`src/design/gic_pkg.sv`:
```
/*
 * gic_pkg: constants and types for the global interrupt aggregator and
 * general purpose 16-bit timer.
 * Assumes a 32-bit AXI4-Lite register bus with 8-bit byte addresses.
 */
package gic_pkg;

   localparam int NUM_CH = 8;
   localparam int ADDR_W = 8;

   ////////////////////////////////////////////////////////////////////////
   // register byte offsets
   localparam logic [7:0] OFF_PENDING = 8'h00;
   localparam logic [7:0] OFF_SRC_LOW = 8'h04;
   localparam logic [7:0] OFF_SRC_MID = 8'h08;
   localparam logic [7:0] OFF_SRC_HIGH = 8'h0C;
   localparam logic [7:0] OFF_CMD = 8'h10;
   localparam logic [7:0] OFF_RSVD = 8'h14;
   localparam logic [7:0] OFF_LIM_LOW = 8'h18;
   localparam logic [7:0] OFF_LIM_HIGH = 8'h1C;
   localparam logic [7:0] OFF_INT_EN = 8'h20;
   localparam logic [7:0] OFF_SLEEP = 8'h24;

   ////////////////////////////////////////////////////////////////////////
   // per-channel enable field, four bits per channel
   localparam int IE_W = 4;
   localparam int IE_RX = 0;
   localparam int IE_TX = 1;
   localparam int IE_LINE = 2;
   localparam int IE_MODEM = 3;

   // reset values
   localparam logic [7:0] RST_BYTE = 8'h00;
   localparam logic [15:0] RST_LIMIT = 16'h0000;
   localparam logic [31:0] RST_INT_EN = 32'h00000000;

   ////////////////////////////////////////////////////////////////////////
   // source codes
   localparam logic [2:0] CODE_NONE = 3'h0;
   localparam logic [2:0] CODE_RX = 3'h1;
   localparam logic [2:0] CODE_RX_TO = 3'h2;
   localparam logic [2:0] CODE_TX = 3'h3;
   localparam logic [2:0] CODE_MODEM = 3'h4;
   localparam logic [2:0] CODE_TIMER = 3'h7;

   // timer commands, low nibble of the command register
   localparam logic [3:0] CMD_INT_ON = 4'h1;
   localparam logic [3:0] CMD_INT_OFF = 4'h2;
   localparam logic [3:0] CMD_ONESHOT = 4'h3;
   localparam logic [3:0] CMD_PERIODIC = 4'h4;
   localparam logic [3:0] CMD_XTAL = 4'h5;
   localparam logic [3:0] CMD_EXT = 4'h6;
   localparam logic [3:0] CMD_START = 4'h9;
   localparam logic [3:0] CMD_STOP = 4'hA;
   localparam logic [3:0] CMD_RESET = 4'hB;

   localparam logic [1:0] RESP_OKAY = 2'h0;
   localparam logic [1:0] RESP_SLVERR = 2'h2;

   typedef enum logic [1:0] {
      TMR_IDLE = 2'b01,
      TMR_RUN = 2'b10
   } gic_tmr_state_t;

endpackage

```
`src/design/gic_top.sv`:
```
/*
 * gic_top: eight-channel interrupt aggregation (pending flags and 3-bit
 * prioritised source codes) plus a command-driven 16-bit timer, behind an
 * AXI4-Lite slave.
 * Assumes channel engines drive cause levels and event pulses synchronous
 * to aclk, and pulse a read strobe when their status registers are read.
 */
`timescale 1ns/1ps

// Functional notes
// - after reset, pending and all three source-code registers read zero.
// - pending bit n is one while channel n requests service.
// - three source-code registers form 24 bits, one 3-bit highest cause per channel.
// - a pending flag clears only once the host read removes its cause.
// - code zero means no cause or the wake-up indication.
// - code 1 is receive-ready or line error; top priority.
// - code 2 is receive time-out, cleared like receive-ready.
// - code 3 is transmit events, cleared by reading interrupt status.
// - code 4 is modem deltas or Xon/Xoff/special character, with their clears.
// - codes 5 and 6 never appear; code 7 only on channel 0 for timer.
// - channel causes gated by channel enables; timer by its own enable, wake only by the all-asleep state.
// - wake-up interrupt only if all eight channels had been put asleep.
// - timer counts crystal ticks or the external count pin, chosen by command.
// - limit registers read back the programmed value, not the running count.
// - after reset the timer count is zero and the timer disabled.
// - commands self-clear; reading gives 0x01 if timer pending, and clears it.
// - command 0001 enables the timer interrupt, 0010 disables it.
// - command 0011 selects one-shot, 0100 selects re-triggerable.
// - command 0101 selects crystal, 0110 selects external count pin.
// - one-shot times out once, N ticks after start, then idles.
// - re-triggerable times out every N ticks until stopped.
module gic_top (
   // clock and reset
   input wire logic aclk,
   input wire logic aresetn,
   // axi4-lite write address
   input wire logic awvalid,
   output logic awready,
   input wire logic [7:0] awaddr,
   input wire logic [2:0] awprot,
   // axi4-lite write data
   input wire logic wvalid,
   output logic wready,
   input wire logic [31:0] wdata,
   input wire logic [3:0] wstrb,
   // axi4-lite write response
   output logic bvalid,
   input wire logic bready,
   output logic [1:0] bresp,
   // axi4-lite read address
   input wire logic arvalid,
   output logic arready,
   input wire logic [7:0] araddr,
   input wire logic [2:0] arprot,
   // axi4-lite read data
   output logic rvalid,
   input wire logic rready,
   output logic [31:0] rdata,
   output logic [1:0] rresp,
   // channel cause levels
   input wire logic [7:0] chan_rx_ready,
   input wire logic [7:0] chan_rx_timeout,
   input wire logic [31:0] chan_line_err,
   // channel cause events
   input wire logic [7:0] chan_tx_event,
   input wire logic [7:0] chan_modem_event,
   input wire logic [7:0] chan_xchar_event,
   // channel register read strobes
   input wire logic [7:0] chan_int_status_read,
   input wire logic [7:0] line_status_read,
   input wire logic [7:0] modem_status_read,
   // wake-up and timer clocks
   input wire logic wake_event,
   input wire logic xtal_tick,
   input wire logic external_count_clock_pin,
   // device interrupt and sleep enables
   output logic irq,
   output logic [7:0] sleep_enable
);

   typedef struct packed {
      logic aw_got;
      logic [7:0] aw_addr;
      logic w_got;
      logic [31:0] w_data;
      logic [3:0] w_strb;
      logic bvalid;
      logic [1:0] bresp;
      logic rvalid;
      logic [31:0] rdata;
      logic [1:0] rresp;
      logic [7:0] pending;
      logic [23:0] codes;
      logic [7:0] line_flag;
      logic [7:0] tx_flag;
      logic [7:0] modem_flag;
      logic [7:0] xchar_flag;
      logic wake_flag;
      logic all_asleep;
      logic [31:0] int_en;
      logic [7:0] sleep_en;
      logic [15:0] limit;
      logic [15:0] count;
      gic_pkg::gic_tmr_state_t tmr;
      logic oneshot;
      logic ext_sel;
      logic tmr_int_en;
      logic tmr_pend;
      logic pin_q;
   } gic_state_t;

   gic_state_t st;
   gic_state_t next_st;

   logic do_write;
   logic rd_take;
   logic cmd_read;
   logic tick;
   logic timeout;

   assign awready = !st.aw_got;
   assign wready = !st.w_got;
   assign arready = !st.rvalid;
   assign bvalid = st.bvalid;
   assign bresp = st.bresp;
   assign rvalid = st.rvalid;
   assign rdata = st.rdata;
   assign rresp = st.rresp;
   assign irq = |st.pending;
   assign sleep_enable = st.sleep_en;

   assign do_write = st.aw_got && st.w_got && !st.bvalid;
   assign rd_take = arvalid && !st.rvalid;
   assign cmd_read = rd_take && (araddr == gic_pkg::OFF_CMD);
   // external pin is counted on its rising edge
   assign tick = st.ext_sel ? (external_count_clock_pin && !st.pin_q) : xtal_tick;
   assign timeout = (st.tmr == gic_pkg::TMR_RUN) && tick
                    && (st.count == 16'(st.limit - 16'h0001));

   ////////////////////////////////////////////////////////////////////////
   always_comb begin
      logic [2:0] code;
      logic [7:0] req;
      logic rx_c;
      logic to_c;
      logic tx_c;
      logic md_c;
      code = gic_pkg::CODE_NONE;
      req = 8'h00;
      rx_c = 1'b0;
      to_c = 1'b0;
      tx_c = 1'b0;
      md_c = 1'b0;
      next_st = st;
      next_st.pin_q = external_count_clock_pin;

      // write channel capture, either order
      if (awvalid && !st.aw_got) begin
         next_st.aw_got = 1'b1;
         next_st.aw_addr = awaddr;
      end
      if (wvalid && !st.w_got) begin
         next_st.w_got = 1'b1;
         next_st.w_data = wdata;
         next_st.w_strb = wstrb;
      end
      if (st.bvalid && bready) begin
         next_st.bvalid = 1'b0;
      end
      if (st.rvalid && rready) begin
         next_st.rvalid = 1'b0;
      end

      // sticky causes; a set in the clearing cycle wins
      for (int i = 0; i < gic_pkg::NUM_CH; i++) begin
         if (line_status_read[i]) begin
            next_st.line_flag[i] = 1'b0;
         end
         if (|chan_line_err[4*i +: 4]) begin
            next_st.line_flag[i] = 1'b1;
         end
         if (chan_int_status_read[i]) begin
            next_st.tx_flag[i] = 1'b0;
            next_st.xchar_flag[i] = 1'b0;
         end
         if (modem_status_read[i]) begin
            next_st.modem_flag[i] = 1'b0;
         end
         if (chan_tx_event[i]) begin
            next_st.tx_flag[i] = 1'b1;
         end
         if (chan_modem_event[i]) begin
            next_st.modem_flag[i] = 1'b1;
         end
         if (chan_xchar_event[i]) begin
            next_st.xchar_flag[i] = 1'b1;
         end
      end

      // sleep and wake-up indication
      if (chan_int_status_read[0]) begin
         next_st.wake_flag = 1'b0;
      end
      if (&st.sleep_en && st.pending == 8'h00) begin
         next_st.all_asleep = 1'b1;
      end
      if (!(&st.sleep_en)) begin
         next_st.all_asleep = 1'b0;
      end
      if (wake_event && st.all_asleep) begin
         next_st.all_asleep = 1'b0;
         next_st.wake_flag = 1'b1;
      end

      // timer counting
      if (st.tmr == gic_pkg::TMR_RUN && tick) begin
         if (timeout) begin
            next_st.count = 16'h0000;
            if (st.oneshot) begin
               next_st.tmr = gic_pkg::TMR_IDLE;
            end
         end else begin
            next_st.count = 16'(st.count + 16'h0001);
         end
      end
      if (cmd_read) begin
         next_st.tmr_pend = 1'b0;
      end
      if (timeout && st.tmr_int_en) begin
         next_st.tmr_pend = 1'b1;
      end

      // register writes
      if (do_write) begin
         next_st.aw_got = 1'b0;
         next_st.w_got = 1'b0;
         next_st.bvalid = 1'b1;
         next_st.bresp = gic_pkg::RESP_OKAY;
         unique case (st.aw_addr)
            gic_pkg::OFF_PENDING, gic_pkg::OFF_SRC_LOW, gic_pkg::OFF_SRC_MID,
            gic_pkg::OFF_SRC_HIGH, gic_pkg::OFF_RSVD: begin
            end
            gic_pkg::OFF_CMD: begin
               if (st.w_strb[0]) begin
                  unique case (st.w_data[3:0])
                     gic_pkg::CMD_INT_ON: next_st.tmr_int_en = 1'b1;
                     gic_pkg::CMD_INT_OFF: next_st.tmr_int_en = 1'b0;
                     gic_pkg::CMD_ONESHOT: next_st.oneshot = 1'b1;
                     gic_pkg::CMD_PERIODIC: next_st.oneshot = 1'b0;
                     gic_pkg::CMD_XTAL: next_st.ext_sel = 1'b0;
                     gic_pkg::CMD_EXT: next_st.ext_sel = 1'b1;
                     gic_pkg::CMD_START: begin
                        next_st.count = 16'h0000;
                        next_st.tmr = gic_pkg::TMR_RUN;
                     end
                     gic_pkg::CMD_STOP: next_st.tmr = gic_pkg::TMR_IDLE;
                     gic_pkg::CMD_RESET: begin
                        next_st.count = 16'h0000;
                        next_st.tmr = gic_pkg::TMR_IDLE;
                     end
                     default: begin
                     end
                  endcase
               end
            end
            gic_pkg::OFF_LIM_LOW: begin
               if (st.w_strb[0]) begin
                  next_st.limit[7:0] = st.w_data[7:0];
               end
            end
            gic_pkg::OFF_LIM_HIGH: begin
               if (st.w_strb[0]) begin
                  next_st.limit[15:8] = st.w_data[7:0];
               end
            end
            gic_pkg::OFF_INT_EN: begin
               for (int b = 0; b < 4; b++) begin
                  if (st.w_strb[b]) begin
                     next_st.int_en[8*b +: 8] = st.w_data[8*b +: 8];
                  end
               end
            end
            gic_pkg::OFF_SLEEP: begin
               if (st.w_strb[0]) begin
                  next_st.sleep_en = st.w_data[7:0];
               end
            end
            default: next_st.bresp = gic_pkg::RESP_SLVERR;
         endcase
      end

      // register reads
      if (rd_take) begin
         next_st.rvalid = 1'b1;
         next_st.rresp = gic_pkg::RESP_OKAY;
         next_st.rdata = 32'h00000000;
         unique case (araddr)
            gic_pkg::OFF_PENDING: next_st.rdata[7:0] = st.pending;
            gic_pkg::OFF_SRC_LOW: next_st.rdata[7:0] = st.codes[7:0];
            gic_pkg::OFF_SRC_MID: next_st.rdata[7:0] = st.codes[15:8];
            gic_pkg::OFF_SRC_HIGH: next_st.rdata[7:0] = st.codes[23:16];
            gic_pkg::OFF_CMD: next_st.rdata[0] = st.tmr_pend;
            gic_pkg::OFF_RSVD: begin
            end
            gic_pkg::OFF_LIM_LOW: next_st.rdata[7:0] = st.limit[7:0];
            gic_pkg::OFF_LIM_HIGH: next_st.rdata[7:0] = st.limit[15:8];
            gic_pkg::OFF_INT_EN: next_st.rdata = st.int_en;
            gic_pkg::OFF_SLEEP: next_st.rdata[7:0] = st.sleep_en;
            default: next_st.rresp = gic_pkg::RESP_SLVERR;
         endcase
      end

      // prioritised cause per channel; only 0..4 and 7 can be produced
      for (int i = 0; i < gic_pkg::NUM_CH; i++) begin
         rx_c = st.int_en[gic_pkg::IE_W*i + gic_pkg::IE_RX] && chan_rx_ready[i]
                || st.int_en[gic_pkg::IE_W*i + gic_pkg::IE_LINE] && st.line_flag[i];
         to_c = st.int_en[gic_pkg::IE_W*i + gic_pkg::IE_RX] && chan_rx_timeout[i];
         tx_c = st.int_en[gic_pkg::IE_W*i + gic_pkg::IE_TX] && st.tx_flag[i];
         md_c = st.int_en[gic_pkg::IE_W*i + gic_pkg::IE_MODEM]
                && (st.modem_flag[i] || st.xchar_flag[i]);
         if (rx_c) begin
            code = gic_pkg::CODE_RX;
         end else if (to_c) begin
            code = gic_pkg::CODE_RX_TO;
         end else if (tx_c) begin
            code = gic_pkg::CODE_TX;
         end else if (md_c) begin
            code = gic_pkg::CODE_MODEM;
         end else if (i == 0 && st.tmr_pend) begin
            code = gic_pkg::CODE_TIMER;
         end else begin
            code = gic_pkg::CODE_NONE;
         end
         next_st.codes[3*i +: 3] = code;
         req[i] = rx_c || to_c || tx_c || md_c
                  || (i == 0 && (st.tmr_pend || st.wake_flag));
      end
      next_st.pending = req;
   end

   ////////////////////////////////////////////////////////////////////////
   always_ff @(posedge aclk) begin
      if (!aresetn) begin
         st <= '0;
         st.pending <= gic_pkg::RST_BYTE;
         st.codes <= {3{gic_pkg::RST_BYTE}};
         st.int_en <= gic_pkg::RST_INT_EN;
         st.sleep_en <= gic_pkg::RST_BYTE;
         st.limit <= gic_pkg::RST_LIMIT;
         st.count <= gic_pkg::RST_LIMIT;
         st.tmr <= gic_pkg::TMR_IDLE;
         st.rdata <= 32'h00000000;
      end else begin
         st <= next_st;
      end
   end

   function automatic logic bad_codes(input logic [23:0] c);
      logic bad;
      bad = 1'b0;
      for (int i = 0; i < 8; i++) begin
         if (c[3*i +: 3] == 3'h5 || c[3*i +: 3] == 3'h6) begin
            bad = 1'b1;
         end
         if (i != 0 && c[3*i +: 3] == 3'h7) begin
            bad = 1'b1;
         end
      end
      return bad;
   endfunction
endmodule

```
`config.mk`:
```
export PLATFORM = sky130hd
export DESIGN_NAME = gic_top
export DESIGN_NICKNAME = d
export VERILOG_FILES = /design/src/design/gic_pkg.sv /design/src/design/gic_top.sv
export SDC_FILE = /design/constraint.sdc
export NUM_CORES = 1
export LEC_CHECK = 0
export BUFFER_PORTS_ARGS = -buffer_cell sky130_fd_sc_hd__buf_2
export CORE_MARGIN = 5
export CORE_UTILIZATION = 58
export DETAILED_ROUTE_END_ITERATION = 16
export PLACE_DENSITY = 0.85
export SYNTH_ARGS = -nofsm -noshare
export SYNTH_HDL_FRONTEND = slang
export SYNTH_SLANG_ARGS = --single-unit
```
`constraint.sdc`:
```
create_clock -name aclk -period 7.8 [get_ports aclk]
set_input_delay 0 -clock aclk [delete_from_list [all_inputs] [get_ports aclk]]
set_output_delay 0 -clock aclk [all_outputs]
set_load 0.1 [all_outputs]
```
==> flow_metrics.py <==
metrics = {
    "worst_setup_path": {
        "r2r_cells": 9,
        "crit_fanout": 14,
        "start_kind": "flop",
        "critical_path_class": "reg -> reg",
        "cp_data_required_time_ns": 8.16,
        "r2r_slack_ns": 4.86,
        "worst_path_max_delay_cell": "or4b_4",
        "arrival_ns": 3.30,
        "cp-end-kind": "flop",
        "cp_top_family": "simple AND/OR/NAND/NOR gates",
        "rr_startpoint": "st[24]",
        "r2r_end": "st[12]",
        "cpPeakStageDelay_ns": 0.54,
        "crit_chain": "inv_1, ha_1, or4b_4, nor3b_4, mux2i_1, a2bb2oi_1, a221o_1, nor2_4, nor3_1",
        "critPathBufInv": 1,
    },
    "synth": {
        "yosysWarnings": 0,
        "synthMuxAreaShare_pct": 5.48,
        "yosysUniqueCellTypes": 62,
        "synth_edf_count": 0,
        "synth_flop_cell": "dfxtp_1",
        "postSynthCellCount": 1159,
        "yosys.area_share.simple_pct": 21.6,
        "synth_top_family_by_area": "simple AND/OR/NAND/NOR gates",
        "synth_compound_area_share_pct": 15.3,
        "synth_xor_area_share_pct": 2.90,
        "syn_area_sq_um": 9660,
        "synth_fa_ha_area_share_pct": 0.259,
        "synth-seq-cells": 227,
        "ys_seq_area_share_pct": 47.1,
        "avgSynthCellArea_sq_um": 8.33,
        "async_reset_ff_share_pct": 0,
    },
    "timing": {
        "period_needed_ns": 2.94,
        "hold_violations": 0,
        "fin_crit_sh_pct": 37.7,
        "maxSlewViolCount": 0,
        "rsz0062_at_grt": "false",
        "whs_ns": 0.0478,
        "finalClockSkew_ns": 0.0178,
        "fin_ws_ns": 4.86,
        "fin_tns_setup_ns": 0,
        "worstMarginPinSlew_ns": 1.21,
        "maxSlewHeadroom_pct": 19.2,
        "setup_viol": 0,
        "max_freq_mhz": 340,
    },
    "grt": {
        "grt_overflow": 0,
        "first_global_vias": 10200,
        "groute.usage.overall_pct": 32.7,
        "grt_pass1_wl_um": 52000,
        "grt_antenna_before_repair": 3,
        "grt_max_degree": 113,
    },
    "run_status": {
        "status": "finished, final reports clean",
    },
    "pwr": {
        "p_leak_nw": 5.43,
        "ir_drop_uv": 157,
        "power-per-cell-area_nw_per_um2": 200,
        "p_total_mw": 2.55,
    },
    "routing": {
        "ant_nets": 0,
        "wl_per_cell_um": 19.7,
        "post-route-drc-count": 0,
        "dr.pass1.iters": 6,
        "via_count": 10200,
        "drt-total-wl_um": 33200,
        "vias_per_cell": 6.05,
        "drtIter0Drc": 992,
    },
    "min_path": {
        "min_path_type": "in -> reg",
        "hp-start": "araddr[4]",
        "hold_path_depth": 4,
        "worstHoldEndpoint": "rresp[1]",
    },
    "cts": {
        "cts_resized": 0,
        "insertion_delay_ns": 0.51,
        "cts_buffers": 23,
        "cts.sinks": 227,
        "cts_tree": "built",
        "root_buffer": "clkbuf_16",
        "clk_pin_slew_ns": 0.06,
        "htree_levels": 1,
        "clock_path_buffers": 3,
    },
    "place": {
        "place_ws_ns": 4.94,
        "gp_congestion": 0.946,
        "dp_hpwl_um": 18300,
        "port_buffers": 205,
    },
    "floorplan": {
        "io_pins": 214,
        "rows": 47,
        "core-area_sq_um": 16500,
        "fp.dieArea_sq_um": 19300,
        "die_y_um": 139,
        "initial_core_util_pct": 58.6,
        "die_x_um": 139,
    },
    "layout": {
        "nFillCells": 1023,
        "syn_to_final_growth_pct": 32.0,
        "fin_util_pct": 77.4,
        "nets": 1609,
        "drive_above_1_share_pct": 18.2,
    },
    "flow_run": {
        "drv_cap": 0,
    },
}
## metrics by stage
step	instance area, sq um	std cells
3_3_place_gp	10500	1484
3_5_place_dp	10500	1484
2_1_floorplan	9660	1160
5_1_grt	12700	1682
4_1_cts	12700	1679
6_report	12700	1682
## layer usage
layer  GRT usage [%]  vias to the layer above  wire length (um)  part of all wire, %
li1                -                     4545                 -                    -
met5               0                        -                 0                    0
met4            21.2                        0              2440                  7.4
met3            7.03                      216              2970                  8.9
met1            37.0                     4729             11700                   35
met2            55.7                      681             16100                   48
## cells in the final DEF, fill, tap and decap left out, drive strengths merged, types with 3 or more instances in the layout
master / n
dfxtp: 227
buf: 212
nand2: 193
dlygate4sd3: 154
a21oi: 124
nor2: 124
a22oi: 46
mux2i: 45
nor3: 39
clkbuf: 36
inv: 35
xnor2: 22
o21ai: 21
nand3: 20
nor4: 20
nand2b: 15
nand4: 12
a31oi: 12
a221oi: 11
xor2: 10
and2: 7
nand3b: 6
mux2: 5
o22ai: 5
nor3b: 5
nor2b: 5
and3: 4
diode: 3
a211o: 3
a221o: 3
clkinv: 3
## worst max-delay path by stage
stage                       from         to  cells after the start
after floorplan           rvalid  rdata[11]                      8
after detailed placement  st[24]     st[19]                      9
after global placement    st[24]     st[17]                      9
final                     st[24]     st[12]                      9
after CTS                 st[24]     st[12]                      9
after global routing      st[24]     st[19]                      9
## power by group
group	internal [mW]	switching (mW)	leakage (nW)
logic	0.108	0.130	3.22
clock network	0.643	0.451	0.371
registers	1.19	0.0274	1.85
## tightest hold or removal path, cell delays in order
cell and delay (ns):
buf_2 0.14, nand2_1 0.14, nor3_1 0.08, nor3_1 0.15
## sequential cells by signal (all words and copies together), names as in the netlist
signal / flops
st: 183
rdata: 32
sleep_enable: 8
bresp: 1
bvalid: 1
rresp: 1
rvalid: 1
## cells by family after synthesis
| family | count (synthesis) |
|---|---|
| multiplexers | 51 |
| XOR/XNOR | 32 |
| AO/OA/AOI/OAI | 242 |
| AND/OR/NAND/NOR | 462 |
| adder cells (fa/ha/maj) | 2 |
| flip-flops | 227 |
| other | 1 |
| buffers and inverters | 142 |
## cell type report
type | count | area [sq um] | share of cell area, %
Sequential cell | 227 | 4540 | 35.6
Clock buffer | 36 | 694 | 5.45
Tap cell | 220 | 275 | 2.16
Inverter | 34 | 133 | 1.04
Timing Repair Buffer | 366 | 2620 | 20.6
Clock inverter | 5 | 53.8 | 0.422
Antenna cell | 3 | 7.51 | 0.0589
Multi-Input combinational cell | 791 | 4420 | 34.7
## cell usage after synthesis (all sizes together) (21+ instances only)
master,number,area (sq um)
nor3,39,195
dfxtp,227,4540
nand2,193,724
a21oi,124,621
xnor2,22,193
nor2,124,473
o21ai,21,105
buf,55,387
mux2i,45,450
inv,34,128
a22oi,46,345
clkbuf,53,199
## timing repair
item                                   4_1_cts  5_1_grt
endpoints found under the hold margin      118        0
setup buffers                                0        0
hold buffers                               154        0
Power figures use the tool's default switching activity.
